===== src/pkg/lin_sbc_pkg.sv =====
// constants, types and register map of the lin wake and irq control block
package lin_sbc_pkg;
  // ==========================================================
  // chip operating modes
  typedef enum logic [2:0] {
    MODE_STARTUP, MODE_RESTART, MODE_NORMAL, MODE_STANDBY,
    MODE_SLEEP, MODE_FLASH, MODE_FAILSAFE
  } sbc_mode_t;
  // termination pin states
  typedef enum logic [1:0] {TERM_STRONG, TERM_WEAK, TERM_FLOAT} term_t;
  // ==========================================================
  // timing
  localparam int CLK_PERIOD_NS = 5;
  localparam int WAKE_TIME_NS = 30000;
  localparam int DOM_TIMEOUT_NS = 6000000;
  localparam int REC_CHECK_NS = 2000;
  localparam int STARTUP_MS = 256;
  localparam int CNT_W = 26;
  localparam logic [CNT_W-1:0] REC_CYC =
    CNT_W'((REC_CHECK_NS + CLK_PERIOD_NS - 1) / CLK_PERIOD_NS);
  // ==========================================================
  // register byte addresses
  localparam logic [7:0] ADDR_CTRL = 8'h00;
  localparam logic [7:0] ADDR_LIMP = 8'h04;
  localparam logic [7:0] ADDR_STAT = 8'h08;
  localparam logic [7:0] ADDR_IRQ = 8'h0c;
  localparam logic [7:0] ADDR_RSRC = 8'h10;
  // control register fields
  localparam int C_TXCTRL = 0;
  localparam int C_HVSEL = 1;
  localparam int C_LIN_WAKE_IRQ_EN = 2;
  localparam int C_WSC = 3;
  localparam int C_INHIB = 4;
  localparam int C_WKIRQ = 5;
  localparam int C_TEMPIE = 6;
  localparam int C_FAILIE = 7;
  localparam int CTRL_W = 8;
  localparam logic [CTRL_W-1:0] CTRL_RST = 8'h00;
  // interrupt and reset source bits
  localparam int I_LINWAKE = 0;
  localparam int I_WAKEPIN = 1;
  localparam int I_LINFAIL = 2;
  localparam int I_TEMP = 3;
  localparam int IRQ_W = 4;
  localparam logic [IRQ_W-1:0] IRQ_RST = 4'h0;
  localparam int RSRC_W = 2;
  localparam logic [RSRC_W-1:0] RSRC_RST = 2'h0;
  localparam int STAT_W = 12;
  localparam logic [1:0] RESP_OKAY = 2'h0;
  localparam logic [1:0] RESP_SLVERR = 2'h2;
endpackage


===== src/rtl/sync3.sv =====
// three-stage input synchroniser with agreement filter
`timescale 1ns/1ps
module sync3 #(
  parameter int W = 1,
  parameter logic [W-1:0] INIT = '0
) (
  // clock and reset
  input wire logic clk,
  input wire logic reset,
  // async in, filtered out
  input wire logic [W-1:0] d,
  output logic [W-1:0] q
);
  logic [W-1:0] s1Reg, s2Reg, s3Reg;

  always_ff @(posedge clk) begin
    if (reset) begin
      s1Reg <= INIT;
      s2Reg <= INIT;
      s3Reg <= INIT;
    end else begin
      s1Reg <= d;
      s2Reg <= s1Reg;
      s3Reg <= s2Reg;
    end
  end

  // accept a change once stages two and three agree
  for (genvar i = 0; i < W; i++) begin : g_bit
    always_ff @(posedge clk) begin
      if (reset) begin
        q[i] <= INIT[i];
      end else if (s2Reg[i] == s3Reg[i]) begin
        q[i] <= s3Reg[i];
      end
    end
  end
endmodule // sync3


===== src/rtl/lin_wake_ctrl.sv =====
// lin wake, termination, inhibit, wake pin and interrupt control
//
// Function
// - lin side starts off-line after reset, wake detector still watching
// - off-line receive output shows wake flag, high at reset, low after wake
// - dominant longer than wake time then recessive sets wake flag
// - normal or flash entry goes on-line and clears wake flag
// - fail-safe entry after mcu wake failure clears wake flag
// - standby wake gives irq or reset per enable (flash is on-line, no wake); irq held till read
// - sleep or fail-safe wake always requests reset
// - off-line forces transmitter off; on-line follows tx control and bus
// - high-voltage select picks 12v supply, reset default 14v battery
// - bus short gives weak source, recessive restores; off-line weak or float
// - off-line to active forces strong termination, dominant timeout reapplies
// - bus dominant weak/float, tx input dominant disables tx, recessive sets flag
// - each lin failure status change raises irq when enabled
// - inhibit floats at start, writable only in normal, flash, standby
// - inhibit cleared on restart, sleep, fail-safe, undervoltage, ext reset
// - limp-home set once early, drives inhibit on fail-safe entry
// - wake sampling continuous if set or aux on, else on cyclic strobe
// - wake falling edge gives irq or reset; source and status recorded
// - irq pin low while any bit set; read clears only returned bits
// - irq register cleared while system reset output is low
// - overtemp while mcu supply on sets status, irq if enabled, nothing else
`timescale 1ns/1ps
module lin_wake_ctrl
  import lin_sbc_pkg::*;
#(
  parameter int WAKE_CYC = (WAKE_TIME_NS + CLK_PERIOD_NS - 1) / CLK_PERIOD_NS,
  parameter int DOM_CYC = (DOM_TIMEOUT_NS + CLK_PERIOD_NS - 1) / CLK_PERIOD_NS,
  parameter int STARTUP_CYC = STARTUP_MS * (1000000 / CLK_PERIOD_NS)
) (
  // clock and reset
  input wire logic clk,
  input wire logic reset,
  // axi4-lite slave
  input wire logic [7:0] s_axi_awaddr,
  input wire logic s_axi_awvalid,
  output logic s_axi_awready,
  input wire logic [31:0] s_axi_wdata,
  input wire logic [3:0] s_axi_wstrb,
  input wire logic s_axi_wvalid,
  output logic s_axi_wready,
  output logic [1:0] s_axi_bresp,
  output logic s_axi_bvalid,
  input wire logic s_axi_bready,
  input wire logic [7:0] s_axi_araddr,
  input wire logic s_axi_arvalid,
  output logic s_axi_arready,
  output logic [31:0] s_axi_rdata,
  output logic [1:0] s_axi_rresp,
  output logic s_axi_rvalid,
  input wire logic s_axi_rready,
  // system controller
  input wire lin_sbc_pkg::sbc_mode_t sysMode,
  input wire logic mcuWakeFail,
  input wire logic mcuSupplyUndervolt,
  input wire logic mcuSupplyOn,
  input wire logic sys_reset_out_n,
  output logic resetRequest,
  // lin pins
  input wire logic linBusIn,
  input wire logic lin_tx_in,
  output logic lin_rx_out,
  output logic linTxEnable,
  output lin_sbc_pkg::term_t lin_termination_pin,
  output logic high_volt_system_sel,
  // inhibit, wake, irq, temperature pins
  input wire logic extResetPin,
  input wire logic wakePin,
  input wire logic cyclic_aux_supply,
  input wire logic cyclicSampleStrobe,
  input wire logic overTempIn,
  output logic ext_regulator_ctrl,
  output logic extRegOe,
  output logic irqOutO,
  output logic irqOutOe
);
  // ==========================================================
  // pin synchronisers
  logic busS, txdS, extRstS, wakeS, tempS;
  sync3 #(.W(5), .INIT(5'h1e)) u_sync ( // pins idle, no overtemp
    .clk(clk),
    .reset(reset),
    .d({linBusIn, lin_tx_in, extResetPin, wakePin, overTempIn}),
    .q({busS, txdS, extRstS, wakeS, tempS})
  );

  function automatic logic entered(sbc_mode_t cur, sbc_mode_t prev,
                                   sbc_mode_t m);
    entered = (cur == m) && (prev != m);
  endfunction

  // ==========================================================
  // registers
  sbc_mode_t modeReg;
  logic [CTRL_W-1:0] ctrlReg;
  logic [IRQ_W-1:0] irqReg, irqNext;
  logic [RSRC_W-1:0] rsrcReg;
  logic onlineReg, wakeFlagReg, wakeArmReg, txOffReg;
  logic limpReg, limpLockReg, extRegReg, extRstPrevReg;
  logic wakeSampReg, edgeStatReg, tempPrevReg;
  logic [2:0] failReg;
  logic [CNT_W-1:0] domCnt, txdCnt, recCnt, upCnt;
  logic bvalidReg, rvalidReg;
  logic [1:0] brespReg, rrespReg;
  logic [31:0] rdataReg;

  // ==========================================================
  // bus decode
  wire wrFire = s_axi_awvalid && s_axi_wvalid && !bvalidReg;
  wire rdFire = s_axi_arvalid && !rvalidReg;
  wire wrLane = wrFire && s_axi_wstrb[0];
  wire wrCtrl = wrLane && (s_axi_awaddr == ADDR_CTRL);
  wire wrLimp = wrLane && (s_axi_awaddr == ADDR_LIMP);
  wire wrOk = (s_axi_awaddr == ADDR_CTRL) || (s_axi_awaddr == ADDR_LIMP);
  wire rdStat = rdFire && (s_axi_araddr == ADDR_STAT);
  wire rdIrq = rdFire && (s_axi_araddr == ADDR_IRQ);
  wire rdRsrc = rdFire && (s_axi_araddr == ADDR_RSRC);
  wire [STAT_W-1:0] statWord = {extRegReg, lin_termination_pin, tempS &&
    mcuSupplyOn, wakeSampReg, edgeStatReg, failReg, txOffReg, wakeFlagReg,
    onlineReg};
  wire [31:0] rdMux =
    (s_axi_araddr == ADDR_CTRL) ? 32'(ctrlReg) :
    (s_axi_araddr == ADDR_LIMP) ? 32'({limpLockReg, limpReg}) :
    (s_axi_araddr == ADDR_STAT) ? 32'(statWord) :
    (s_axi_araddr == ADDR_IRQ) ? 32'(irqReg) :
    (s_axi_araddr == ADDR_RSRC) ? 32'(rsrcReg) : 32'h0;
  wire rdOk = (s_axi_araddr <= ADDR_RSRC) && (s_axi_araddr[1:0] == 2'h0);
  wire ctrlWritable = (modeReg == MODE_NORMAL) || (modeReg == MODE_FLASH) ||
    (modeReg == MODE_STANDBY);
  assign s_axi_awready = wrFire;
  assign s_axi_wready = wrFire;
  assign s_axi_bvalid = bvalidReg;
  assign s_axi_bresp = brespReg;
  assign s_axi_arready = rdFire;
  assign s_axi_rvalid = rvalidReg;
  assign s_axi_rresp = rrespReg;
  assign s_axi_rdata = rdataReg;

  // ==========================================================
  // mode entry decode
  wire goOnline = (sysMode == MODE_NORMAL) || (sysMode == MODE_FLASH);
  wire enterOnline = goOnline && !onlineReg;
  wire enterFailsafe = entered(sysMode, modeReg, MODE_FAILSAFE);
  wire inhClear = entered(sysMode, modeReg, MODE_RESTART) ||
    entered(sysMode, modeReg, MODE_SLEEP) || enterFailsafe ||
    mcuSupplyUndervolt || (extRstS != extRstPrevReg);

  // ==========================================================
  // lin wake detection
  wire wakeArmed = domCnt >= CNT_W'(WAKE_CYC);
  wire linWakeEv = !onlineReg && wakeArmReg && busS;
  wire wakeIrqMode = (modeReg == MODE_STANDBY) || (modeReg == MODE_FLASH);
  wire linWakeIrq = linWakeEv && wakeIrqMode && ctrlReg[C_LIN_WAKE_IRQ_EN];
  wire linWakeRst = linWakeEv && !linWakeIrq;

  // ==========================================================
  // lin failures
  wire busDom = domCnt >= CNT_W'(DOM_CYC);
  wire txdDom = txdCnt >= CNT_W'(DOM_CYC);
  wire busRec = recCnt >= REC_CYC;
  wire [2:0] failNow = {busDom, txdDom, busRec};
  wire failChange = failNow != failReg;

  // ==========================================================
  // wake pin sampling
  wire sampleEn = ctrlReg[C_WSC] || cyclic_aux_supply || cyclicSampleStrobe;
  wire wakeFall = sampleEn && wakeSampReg && !wakeS;
  wire wakePinIrq = wakeFall && ctrlReg[C_WKIRQ];
  wire wakePinRst = wakeFall && !ctrlReg[C_WKIRQ];

  // ==========================================================
  // over-temperature
  wire tempNow = tempS && mcuSupplyOn;
  wire tempRise = tempNow && !tempPrevReg && ctrlReg[C_TEMPIE];

  // ==========================================================
  // interrupt set and read clear
  wire [IRQ_W-1:0] irqSet = {tempRise,
    failChange && ctrlReg[C_FAILIE], wakePinIrq, linWakeIrq};
  wire [IRQ_W-1:0] irqClr = rdIrq ? irqReg : IRQ_RST;
  assign irqNext = (irqReg & ~irqClr) | irqSet;

  // ==========================================================
  // outputs
  assign lin_rx_out = onlineReg ? busS : !wakeFlagReg;
  assign linTxEnable = onlineReg && ctrlReg[C_TXCTRL] && !txdDom &&
    !txOffReg;
  assign high_volt_system_sel = ctrlReg[C_HVSEL];
  assign lin_termination_pin = onlineReg ? (busDom ? TERM_WEAK : TERM_STRONG)
    : (busDom ? TERM_FLOAT : TERM_WEAK);
  assign ext_regulator_ctrl = extRegReg;
  assign extRegOe = extRegReg;
  assign irqOutO = 1'b0;
  assign irqOutOe = irqReg != IRQ_RST;
  assign resetRequest = linWakeRst || wakePinRst;

  // ==========================================================
  // bus slave
  always_ff @(posedge clk) begin
    if (reset) begin
      bvalidReg <= 1'b0;
      brespReg <= RESP_OKAY;
      rvalidReg <= 1'b0;
      rrespReg <= RESP_OKAY;
      rdataReg <= 32'h0;
    end else begin
      if (wrFire) begin
        bvalidReg <= 1'b1;
        brespReg <= wrOk ? RESP_OKAY : RESP_SLVERR;
      end else if (s_axi_bready) begin
        bvalidReg <= 1'b0;
      end
      if (rdFire) begin
        rvalidReg <= 1'b1;
        rdataReg <= rdMux;
        rrespReg <= rdOk ? RESP_OKAY : RESP_SLVERR;
      end else if (s_axi_rready) begin
        rvalidReg <= 1'b0;
      end
    end
  end

  // ==========================================================
  // counters
  always_ff @(posedge clk) begin
    if (reset || enterOnline) begin
      domCnt <= '0;
      txdCnt <= '0;
      recCnt <= '0;
    end else begin
      domCnt <= busS ? '0 : (busDom ? domCnt : domCnt + 1'b1);
      txdCnt <= txdS ? '0 : (txdDom ? txdCnt : txdCnt + 1'b1);
      recCnt <= (linTxEnable && !txdS && busS) ?
        (busRec ? recCnt : recCnt + 1'b1) : '0;
    end
  end

  // ==========================================================
  // lin mode and wake flag
  always_ff @(posedge clk) begin
    if (reset) begin
      modeReg <= MODE_STARTUP;
      onlineReg <= 1'b0;
      wakeFlagReg <= 1'b0;
      wakeArmReg <= 1'b0;
      failReg <= '0;
    end else begin
      modeReg <= sysMode;
      onlineReg <= goOnline;
      wakeArmReg <= busS ? 1'b0 : wakeArmed;
      if (enterOnline || (enterFailsafe && mcuWakeFail)) begin
        wakeFlagReg <= 1'b0;
      end else if (linWakeEv) begin
        wakeFlagReg <= 1'b1;
      end
      failReg <= failNow;
    end
  end

  // ==========================================================
  // control, inhibit and limp-home
  always_ff @(posedge clk) begin
    if (reset) begin
      ctrlReg <= CTRL_RST;
      txOffReg <= 1'b0;
      limpReg <= 1'b0;
      limpLockReg <= 1'b0;
      extRegReg <= 1'b0;
      extRstPrevReg <= 1'b1;
      upCnt <= '0;
    end else begin
      extRstPrevReg <= extRstS;
      if (upCnt != CNT_W'(STARTUP_CYC)) begin
        upCnt <= upCnt + 1'b1;
      end
      if (wrCtrl) begin
        ctrlReg <= s_axi_wdata[CTRL_W-1:0];
      end
      if (busRec) begin
        txOffReg <= 1'b1;
      end else if (wrCtrl && s_axi_wdata[C_TXCTRL]) begin
        txOffReg <= 1'b0;
      end
      if (wrLimp && !limpLockReg && upCnt != CNT_W'(STARTUP_CYC)) begin
        limpReg <= s_axi_wdata[0];
      end
      if (wrFire || upCnt == CNT_W'(STARTUP_CYC)) begin
        limpLockReg <= 1'b1;
      end
      if (enterFailsafe && limpReg) begin
        extRegReg <= 1'b1;
      end else if (inhClear) begin
        extRegReg <= 1'b0;
      end else if (wrCtrl && ctrlWritable) begin
        extRegReg <= s_axi_wdata[C_INHIB];
      end
    end
  end

  // ==========================================================
  // wake pin, temperature, interrupt and reset source
  always_ff @(posedge clk) begin
    if (reset) begin
      wakeSampReg <= 1'b1;
      edgeStatReg <= 1'b0;
      tempPrevReg <= 1'b0;
      irqReg <= IRQ_RST;
      rsrcReg <= RSRC_RST;
    end else begin
      if (sampleEn) begin
        wakeSampReg <= wakeS;
      end
      if (wakeFall) begin
        edgeStatReg <= 1'b1;
      end else if (rdStat) begin
        edgeStatReg <= 1'b0;
      end
      tempPrevReg <= tempNow;
      irqReg <= !sys_reset_out_n ? IRQ_RST : irqNext;
      rsrcReg <= (rdRsrc ? RSRC_RST : rsrcReg) |
        {wakePinRst, linWakeRst};
    end
  end
endmodule // lin_wake_ctrl


===== config.mk =====
export PLATFORM = sky130hd
export DESIGN_NAME = lin_wake_ctrl
export DESIGN_NICKNAME = d
export VERILOG_FILES = /design/src/pkg/lin_sbc_pkg.sv /design/src/rtl/sync3.sv /design/src/rtl/lin_wake_ctrl.sv
export SDC_FILE = /design/constraint.sdc
export NUM_CORES = 1
export LEC_CHECK = 0
export BUFFER_PORTS_ARGS = -buffer_cell sky130_fd_sc_hd__buf_4
export CAP_MARGIN = 25
export CORE_MARGIN = 3
export CORE_UTILIZATION = 51
export DETAILED_ROUTE_END_ITERATION = 16
export PLACE_DENSITY = 0.87
export SYNTH_ARGS = -nofsm -noshare
export SYNTH_HDL_FRONTEND = slang
export SYNTH_SLANG_ARGS = --single-unit

===== constraint.sdc =====
create_clock -name clk -period 2 [get_ports clk]
set_input_delay 0.1 -clock clk [delete_from_list [all_inputs] [get_ports clk]]
set_output_delay 0.1 -clock clk [all_outputs]
set_load 0.05 [all_outputs]

Yosys cells after proc, flatten, opt, wreduce, memory -nomap -nowiden
Index checks and enable logic that the tools add are counted.
{"block": "totals", "elab_cells": 177, "output_inout_bits": 51, "ff_bits": 193}
{"block": "classes", "n_eq_ne": 25, "add_sub_neg": 4, "n_lt_le_gt_ge": 5, "mux": 24, "bitwise_logic": 6, "reduce_logical": 80}
{"op": "$add A26 B1 Y26 const B", "count": 4}
{"op": "$ge A26 B21 Y1 const B", "count": 2}
{"op": "$logic_and A1 B1 Y1", "count": 38}
{"op": "$mux W12", "count": 3}
{"op": "$eq A26 B26 Y1 const B", "count": 1}
{"op": "$ge A26 B13 Y1 const B", "count": 1}
{"op": "$ge A26 B9 Y1 const B", "count": 1}
{"op": "$ne A26 B26 Y1 const B", "count": 1}
{"op": "$eq A8 B3 Y1 const B", "count": 2}
{"op": "$eq A8 B4 Y1 const B", "count": 2}
{"op": "$logic_not A8 Y1", "count": 2}
{"op": "$logic_or A1 B1 Y1", "count": 15}
{"op": "$mux W1", "count": 13}
{"op": "$eq A3 B3 Y1 const B", "count": 4}
{"op": "$logic_not A1 Y1", "count": 12}
{"op": "$mux W2", "count": 6}
{"op": "$reduce_or A2 Y1", "count": 6}
{"op": "$eq A3 B2 Y1 const B", "count": 3}
{"op": "$eq A8 B5 Y1 const B", "count": 1}
{"op": "$le A8 B5 Y1 const B", "count": 1}
{"op": "$mux W4", "count": 2}
{"op": "$reduce_bool A2 Y1", "count": 4}
{"op": "$ne A3 B3 Y1 const B", "count": 2}
{"op": "$eq A1 B1 Y1", "count": 5}
{"op": "12 further kinds", "count": 13}

Logic depth before layout (Yosys ltp)
Gate-level depths: netlist (run 1).
{"block": "depth", "ltp_word": 8, "mapped_depth": 8, "mapped_depth_nobuf": 6}

Cells and area by module
From an unflattened synthesis (run 1), not the netlist that was laid out.
{"block": "unflattened", "hier_cells": 817, "area_unflattened_um2": 7252.0}
{"module": "lin_wake_ctrl", "cells_each": 765, "seq_area_each_um2": 3022.9, "area_each_um2": 6656.4, "instances": 1}
{"module": "sync3", "cells_each": 52, "seq_area_each_um2": 400.4, "area_each_um2": 595.6, "instances": 1}

Worst setup path before layout (run 1)
Ideal clock, no wire load.
{"block": "synth_timing", "path_type": "reg2reg", "startpoint": "register bvalidReg, in the netlist s_axi_bvalid", "endpoint": "register limpReg", "arrival_time_ns": 2.335, "stages_incl_launch_ff": 5, "slack_ns": -0.405, "period_less_slack_ns": 2.405, "path_buffers": 0, "setup_ns": 0.070, "path_cell_list": "dfxtp_1 > nor2_1 > nand4_1 > or4b_2 > a21oi_1"}
{"block": "synth_between", "elab_chain_len": 6}
{"element": "start: declaration", "line_no": "lin_wake_ctrl.sv:105", "source": "logic bvalidReg, rvalidReg;"}
{"element": "start signal: assignment", "line_no": "lin_wake_ctrl.sv:203", "source": "bvalidReg <= 1'b0;"}
{"element": "start signal: assignment", "line_no": "lin_wake_ctrl.sv:210", "source": "bvalidReg <= 1'b1;"}
{"element": "start signal: assignment", "line_no": "lin_wake_ctrl.sv:213", "source": "bvalidReg <= 1'b0;"}
{"element": "$logic_not A1 Y1", "line_no": "lin_wake_ctrl.sv:111", "source": "wire wrFire = s_axi_awvalid && s_axi_wvalid && !bvalidReg;"}
{"element": "$logic_and A1 B1 Y1", "line_no": "lin_wake_ctrl.sv:111"}
{"element": "net s_axi_awready", "line_no": "lin_wake_ctrl.sv:39", "source": "output logic s_axi_awready,"}
{"element": "$logic_and A1 B1 Y1", "line_no": "lin_wake_ctrl.sv:113", "source": "wire wrLane = wrFire && s_axi_wstrb[0];"}
{"element": "$logic_and A1 B1 Y1", "line_no": "lin_wake_ctrl.sv:115", "source": "wire wrLimp = wrLane && (s_axi_awaddr == ADDR_LIMP);"}
{"element": "$logic_and A1 B1 Y1 (2 in a row)", "line_no": "lin_wake_ctrl.sv:286", "source": "if (wrLimp && !limpLockReg && upCnt != CNT_W'(STARTUP_CYC)) begin"}
{"element": "end signal: assignment", "line_no": "lin_wake_ctrl.sv:287", "source": "limpReg <= s_axi_wdata[0];"}
{"element": "end: declaration", "line_no": "lin_wake_ctrl.sv:101", "source": "logic limpReg, limpLockReg, extRegReg, extRstPrevReg;"}
The timed path passes the listed nets, and every way through them passes these cells.
A chain may end at the register's enable or synchronous reset.

Worst setup path after layout (run 1)
{"block": "layout_timing", "startpoint": "register txdCnt[23]", "endpoint": "register txdCnt[19]"}
{"block": "layout_between", "elab_chain_len": 1}
{"element": "start: declaration", "line_no": "lin_wake_ctrl.sv:104", "source": "logic [CNT_W-1:0] domCnt, txdCnt, recCnt, upCnt;"}
{"element": "start signal: assignment", "line_no": "lin_wake_ctrl.sv:234", "source": "txdCnt <= txdS ? '0 : (txdDom ? txdCnt : txdCnt + 1'b1);"}
{"element": "$ge A26 B21 Y1", "line_no": "lin_wake_ctrl.sv:161", "source": "wire txdDom = txdCnt >= CNT_W'(DOM_CYC);"}
No other way between the ends.

==> flow_summary.json, run 1 <==
{
  "min_period_ns": 2.284,
  "r2r-start": "txdCnt[23]",
  "powerDensity_nw_per_um2": 741.8,
  "gp_congestion": 0.8769,
  "drc": 0,
  "synth-edff-count": 0,
  "synth_area_um2": 7473,
  "drv_cap": 0,
  "ys_types": 61,
  "crit_required_ns": 2.36,
  "cts.path.max_buffers": 2,
  "worst_pin_slew_ns": 0.5152,
  "reg2regPathDepth": 5,
  "syn2layout_area_growth_pct": 29.38,
  "cp-end-kind": "flop",
  "placed_cell_area_um2": 8361,
  "die_area_um2": 16140,
  "hold_viol": 0,
  "grt_overflow": 0,
  "mostFrequentLayoutCell": "dfxtp_1",
  "diodes": 0,
  "yosys_warnings": 0,
  "finClkSkew_ns": 0.009458,
  "fin_crit_sh": 1.142,
  "synth_ff_type": "dfxtp_1",
  "cts.sinks": 171,
  "crit_path_top_delay_cell": "or4_4",
  "crit_path_end": "txdCnt[19]",
  "crit_top_cell": "or4_4",
  "portBuffers": 73,
  "cts_tree": "yes",
  "grt_max_degree": 46,
  "track_usage": 0.2276,
  "status": "finished with violations",
  "grt_pass1_vias": 6368,
  "start_util": 0.5302,
  "cp-startpoint": "txdCnt[23]",
  "crit_path_start_kind": "flop",
  "slowest_delay_ns": 0.63,
  "async_reset_ff_frac": 0,
  "nets": 1078,
  "rsz0062_at_grt": "yes",
  "synth_top_cell_area_share": 0.4581,
  "reg2reg_slack_ns": -0.28,
  "drive_above_1_share": 0.2473,
  "min_path_type": "primary input to flop",
  "final_cell_mix": "dfxtp_1 (164), buf_4 (120), nor2_1 (77)",
  "peakVddDrop_v": 0.0006779,
  "fin_area_um2": 9669,
  "htreeDepth": 4,
  "synth-seq-cells": 171,
  "p_leak_nw": 3.610,
  "detail_route.wl_per_cell_um": 16.22,
  "yosys-top-cells-area": "dfxtp_1 (46%), a21oi_1 (4.2%), nor2_1 (4.1%), and2_1 (2.9%), xor2_1 (2.8%)",
  "vias_per_cell": 5.730,
  "yosysSeqAreaShare": 0.4581,
  "dp_hpwl_mm": 11.68,
  "drt-total-wl_mm": 19.26,
  "cts_root_buffer": "clkbuf_16",
  "hold_start": "sysMode[1]",
  "antenna_left": 0,
  "r2r-end": "txdCnt[19]",
  "syn_inst": 851,
  "slew_headroom": 0.6547,
  "final-setup-viol-count": 45,
  "drtIter0Drc": 529,
  "path_cells": "or2_1 -> or4_4 -> or4_4 -> or4_1 -> a21oi_1",
  "io_pins": 124,
  "post-route-util": 0.6860,
  "clk_pin_slew_ns": 0.06,
  "cts_buffers": 17,
  "core_area_um2": 14100,
  "fp.dieH_um": 127.1,
  "crit_type": "flop to flop",
  "avgSynthCellArea_um2": 8.782,
  "slew_viol_final": 0,
  "fin_ws_ns": -0.2837,
  "path_max_fanout": 13,
  "failed_checks": "negative setup slack",
  "clk_latency_ns": 0.43,
  "fillers": 1022,
  "firstDrtPassIters": 5,
  "grt_pass1_wl_mm": 29.87,
  "dr_total_vias": 6802,
  "max_freq_ghz": 0.4379,
  "antenna_found_initial": 0,
  "die_w_um": 127.1,
  "critPathArrivalTime_ns": 2.64,
  "num_rows": 43,
  "synth_top_cell_by_area": "dfxtp_1"
}
[report_power, final]
part / switching (mW) / leakage, nW / total, mW / internal (mW)
clock: 1.34 / 0.286 / 3.27 / 1.93
sequential: 0.0306 / 1.39 / 3.47 / 3.44
combinational: 0.277 / 1.94 / 0.437 / 0.160
[flip-flops by register name (all words and copies together) (netlist names), 2 cells and up]
name and cells:
ctrlReg 8, domCnt 26, failReg 3, irqReg 4, modeReg 3, recCnt 26, rsrcReg 2, s_axi_rdata 12
txdCnt 26, u_sync.q 5, u_sync.s1Reg 5, u_sync.s2Reg 5, u_sync.s3Reg 5, upCnt 26
[synth_stat cells, types with 3 or more instances]
master	number
buf_4	25
nand2b_1	6
xnor2_1	13
nand3b_1	7
or4_1	11
and3_1	14
nor3b_1	3
inv_1	20
or4_4	3
o21bai_1	6
and4_1	6
buf_6	4
a21oi_1	63
or3_1	30
nor2_1	82
o21ai_0	41
mux2i_1	14
nand3_1	35
dfxtp_1	171
nor4_1	17
ha_1	9
or3b_2	3
nand2_1	49
a311oi_1	3
xor2_1	24
nor3_1	21
a22oi_1	4
or2_2	15
o31ai_1	11
clkbuf_1	26
nand4b_1	3
a32oi_1	4
mux2_2	4
nand4_1	28
and2_1	35
nor2b_1	10
o21a_1	3
[worst min-delay path by stage]
stage                            to  cells after the start
floorplan           u_sync.s1Reg[1]                      1
global placement    u_sync.s1Reg[2]                      2
detailed placement  u_sync.s1Reg[2]                      2
CTS                       onlineReg                      3
global route              irqReg[0]                      3
finish                    onlineReg                      3
[layer usage]
layer | wire [µm] | GRT usage | up-vias
met3 | 927 | 0.05351 | 46
met4 | 435 | 0.09464 | 0
met2 | 9816 | 0.3826 | 215
met1 | 8076 | 0.2812 | 3271
met5 | 0 | 0 | -
li1 | - | - | 3270
[layout make-up]
cell class / count / area, µm² / share of cell area
Multi-Input combinational cell: 623 / 3944 / 0.4079
Tap cell: 180 / 225.2 / 0.02329
Clock inverter: 9 / 112.6 / 0.01165
Clock buffer: 21 / 470.5 / 0.04865
Sequential cell: 171 / 3435 / 0.3552
Inverter: 21 / 78.83 / 0.008152
Timing Repair Buffer: 162 / 1404 / 0.1452
[metrics by stage]
stage                     cells  hold WS (ns)  setup WS (ns)  power [mW]  setup TNS, ns
after global placement     1113        0.2839        -0.1257       3.926        -0.8314
after floorplan             873        0.2038       -0.08557       3.829        -0.3560
after CTS                  1174       0.01458        -0.2141       7.206         -2.000
after detailed placement   1113        0.2894        -0.1623       3.932         -1.598
after global routing       1187       0.05668        -0.3366       7.386         -10.92
final                      1187       0.03794        -0.2837       7.173         -5.875
[cell families after synthesis]
kind of cell | after synthesis | synth area share
compound gates | 148 | 0.1167
xor+xnor | 37 | 0.04336
fa+ha+maj | 9 | 0.01507
buf+inv | 79 | 0.05675
flops | 171 | 0.4581
mux | 18 | 0.02478
other cells | 1 | 0.0005018
simple gates | 388 | 0.2848
[critical path, delay by kind of cell (launching register included)]
family,cells,cell delay [ns]
AOI/OAI and AO/OA,1,0.15
DFF,1,0.30
and+or+nand+nor,4,1.76
[repair_timing]
item / in CTS / in global routing
pin swaps: 8 / 29
cloned: 1 / 3
setup endpoints to repair: 35 / 60
hold buffers: 23 / 0
endpoints found under the hold margin: 26 / 0
buffers inserted: 7 / 11
gates resized for setup: 21 / 63
(Power assumes the default switching activity.)
==> run 2: changes to the inputs <==
--- a/config.mk
+++ b/config.mk
@@ -11,6 +11,7 @@
 export CORE_UTILIZATION = 51
 export DETAILED_ROUTE_END_ITERATION = 16
 export PLACE_DENSITY = 0.87
+export RECOVER_POWER = 25
 export SYNTH_ARGS = -nofsm -noshare
 export SYNTH_HDL_FRONTEND = slang
 export SYNTH_SLANG_ARGS = --single-unit
==> run 2 against run 1 <==
  * Worst hold slack worse by 0.00096 ns
  * Clock-buffer cell count did not move
  * First-iteration DRC count increased by 5.1%
  * Clock power hardly changed
  * Core utilization fell by 0.30 points
  * Combinational power about the same
  * Via count about the same
  * The run still ends with negative setup slack left
  * Register-to-register slack hardly changed
  * Sequential power barely moved
  * Cell area shrank 0.44%
  * Critical path depth stayed put
==> flow_summary.json, run 2 (same netlist as run 1, synthesis figures left out) <==
{
  "core_area_um2": 14100,
  "num_rows": 43,
  "nets": 1078,
  "cts_tree": "yes",
  "grt_overflow": 0,
  "critPathArrivalTime_ns": 2.64,
  "fin_ws_ns": -0.2853,
  "fin_crit_sh": 1.143,
  "grt_pass1_vias": 6368,
  "powerDensity_nw_per_um2": 745.0,
  "final-setup-viol-count": 46,
  "worst_pin_slew_ns": 0.8667,
  "clk_latency_ns": 0.43,
  "rsz0062_at_grt": "yes",
  "p_leak_nw": 3.567,
  "failed_checks": "negative setup slack",
  "diodes": 0,
  "slew_headroom": 0.4222,
  "start_util": 0.5302,
  "max_freq_ghz": 0.4376,
  "drc": 0,
  "mostFrequentLayoutCell": "dfxtp_1",
  "firstDrtPassIters": 6,
  "portBuffers": 73,
  "peakVddDrop_v": 0.0006799,
  "crit_required_ns": 2.36,
  "htreeDepth": 4,
  "drv_cap": 0,
  "path_max_fanout": 13,
  "min_path_type": "primary input to flop",
  "slew_viol_final": 0,
  "final_cell_mix": "dfxtp_1 (164), buf_4 (108), nor2_1 (77)",
  "drive_above_1_share": 0.2373,
  "post-route-util": 0.6829,
  "hold_viol": 0,
  "grt_max_degree": 46,
  "cts.path.max_buffers": 2,
  "drt-total-wl_mm": 19.29,
  "grt_pass1_wl_mm": 29.87,
  "antenna_found_initial": 0,
  "fin_area_um2": 9627,
  "detail_route.wl_per_cell_um": 16.25,
  "drtIter0Drc": 556,
  "cts.sinks": 171,
  "dp_hpwl_mm": 11.68,
  "fp.dieH_um": 127.1,
  "die_area_um2": 16140,
  "finClkSkew_ns": 0.007988,
  "vias_per_cell": 5.726,
  "min_period_ns": 2.285,
  "io_pins": 124,
  "cts_root_buffer": "clkbuf_16",
  "crit_path_start_kind": "flop",
  "status": "finished with violations",
  "placed_cell_area_um2": 8361,
  "fillers": 1032,
  "syn2layout_area_growth_pct": 28.81,
  "finalSetupTns_ns": -6.083,
  "die_w_um": 127.1,
  "track_usage": 0.2276,
  "clk_pin_slew_ns": 0.06,
  "antenna_left": 0,
  "gp_congestion": 0.8769,
  "dr_total_vias": 6797,
  "crit_type": "flop to flop",
  "cts_buffers": 17,
  "cp-end-kind": "flop"
}
run 2: changes by cell type in the layout (fill, tap and decap cells not counted):
cell and change:
clkbuf_2 +2, clkbuf_1 +10, buf_4 -12
run 2: repair_timing:
action,CTS,global route
setup endpoints to repair,35,60
cloned,1,3
pin swaps,8,29
setup buffers,7,11
hold endpoints to repair,26,0
gates resized for setup,21,63
hold buffers,23,0
run 2: routing by layer:
metal  track usage  vias up  share of wire
li1              -     3273              -
met1        0.2812     3254           0.42
met2        0.3826      220           0.51
met3       0.05351       50          0.051
met4       0.09464        0          0.025
met5             0        -              0
run 2: path summary, 6_finish.rpt:
path / from / end / slack (ns) / cells after the start
min reg2reg: u_sync.s1Reg[4] / u_sync.s2Reg[4] / 0.41 / 1
max reg2reg: txdCnt[23] / txdCnt[19] / -0.29 / 5
min: sys_reset_out_n / irqReg[0] / 0.04 / 3
max: txdCnt[23] / txdCnt[19] / -0.29 / 5
run 2: area by class of cell:
| type | count | area, µm² | area share |
|---|---|---|---|
| Clock buffer | 21 | 470.5 | 0.04887 |
| Inverter | 21 | 78.83 | 0.008188 |
| Timing Repair Buffer | 162 | 1361 | 0.1414 |
| Clock inverter | 9 | 112.6 | 0.01170 |
| Multi-Input combinational cell | 623 | 3944 | 0.4097 |
| Sequential cell | 171 | 3435 | 0.3568 |
| Tap cell | 180 | 225.2 | 0.02339 |
run 2: worst max-delay path, cell delays in order, from the launching register on:
cell and delay [ns]:
dfxtp_1 0.30, or2_1 0.25, or4_4 0.45, or4_4 0.63
or4_1 0.43, a21oi_1 0.15
run 2: power breakdown:
group	internal, mW	switching (mW)
clock	1.93	1.34
combinational	0.157	0.277
sequential	3.44	0.0305
run 2: per-stage QoR:
stage,setup slack (ns),hold slack [ns],cells,power [mW]
2_1_floorplan,-0.08557,0.2038,873,3.829
3_3_place_gp,-0.1257,0.2839,1113,3.926
3_5_place_dp,-0.1623,0.2894,1113,3.932
4_1_cts,-0.2141,0.01458,1174,7.206
5_1_grt,-0.3366,0.05668,1187,7.383
6_report,-0.2853,0.03699,1187,7.172
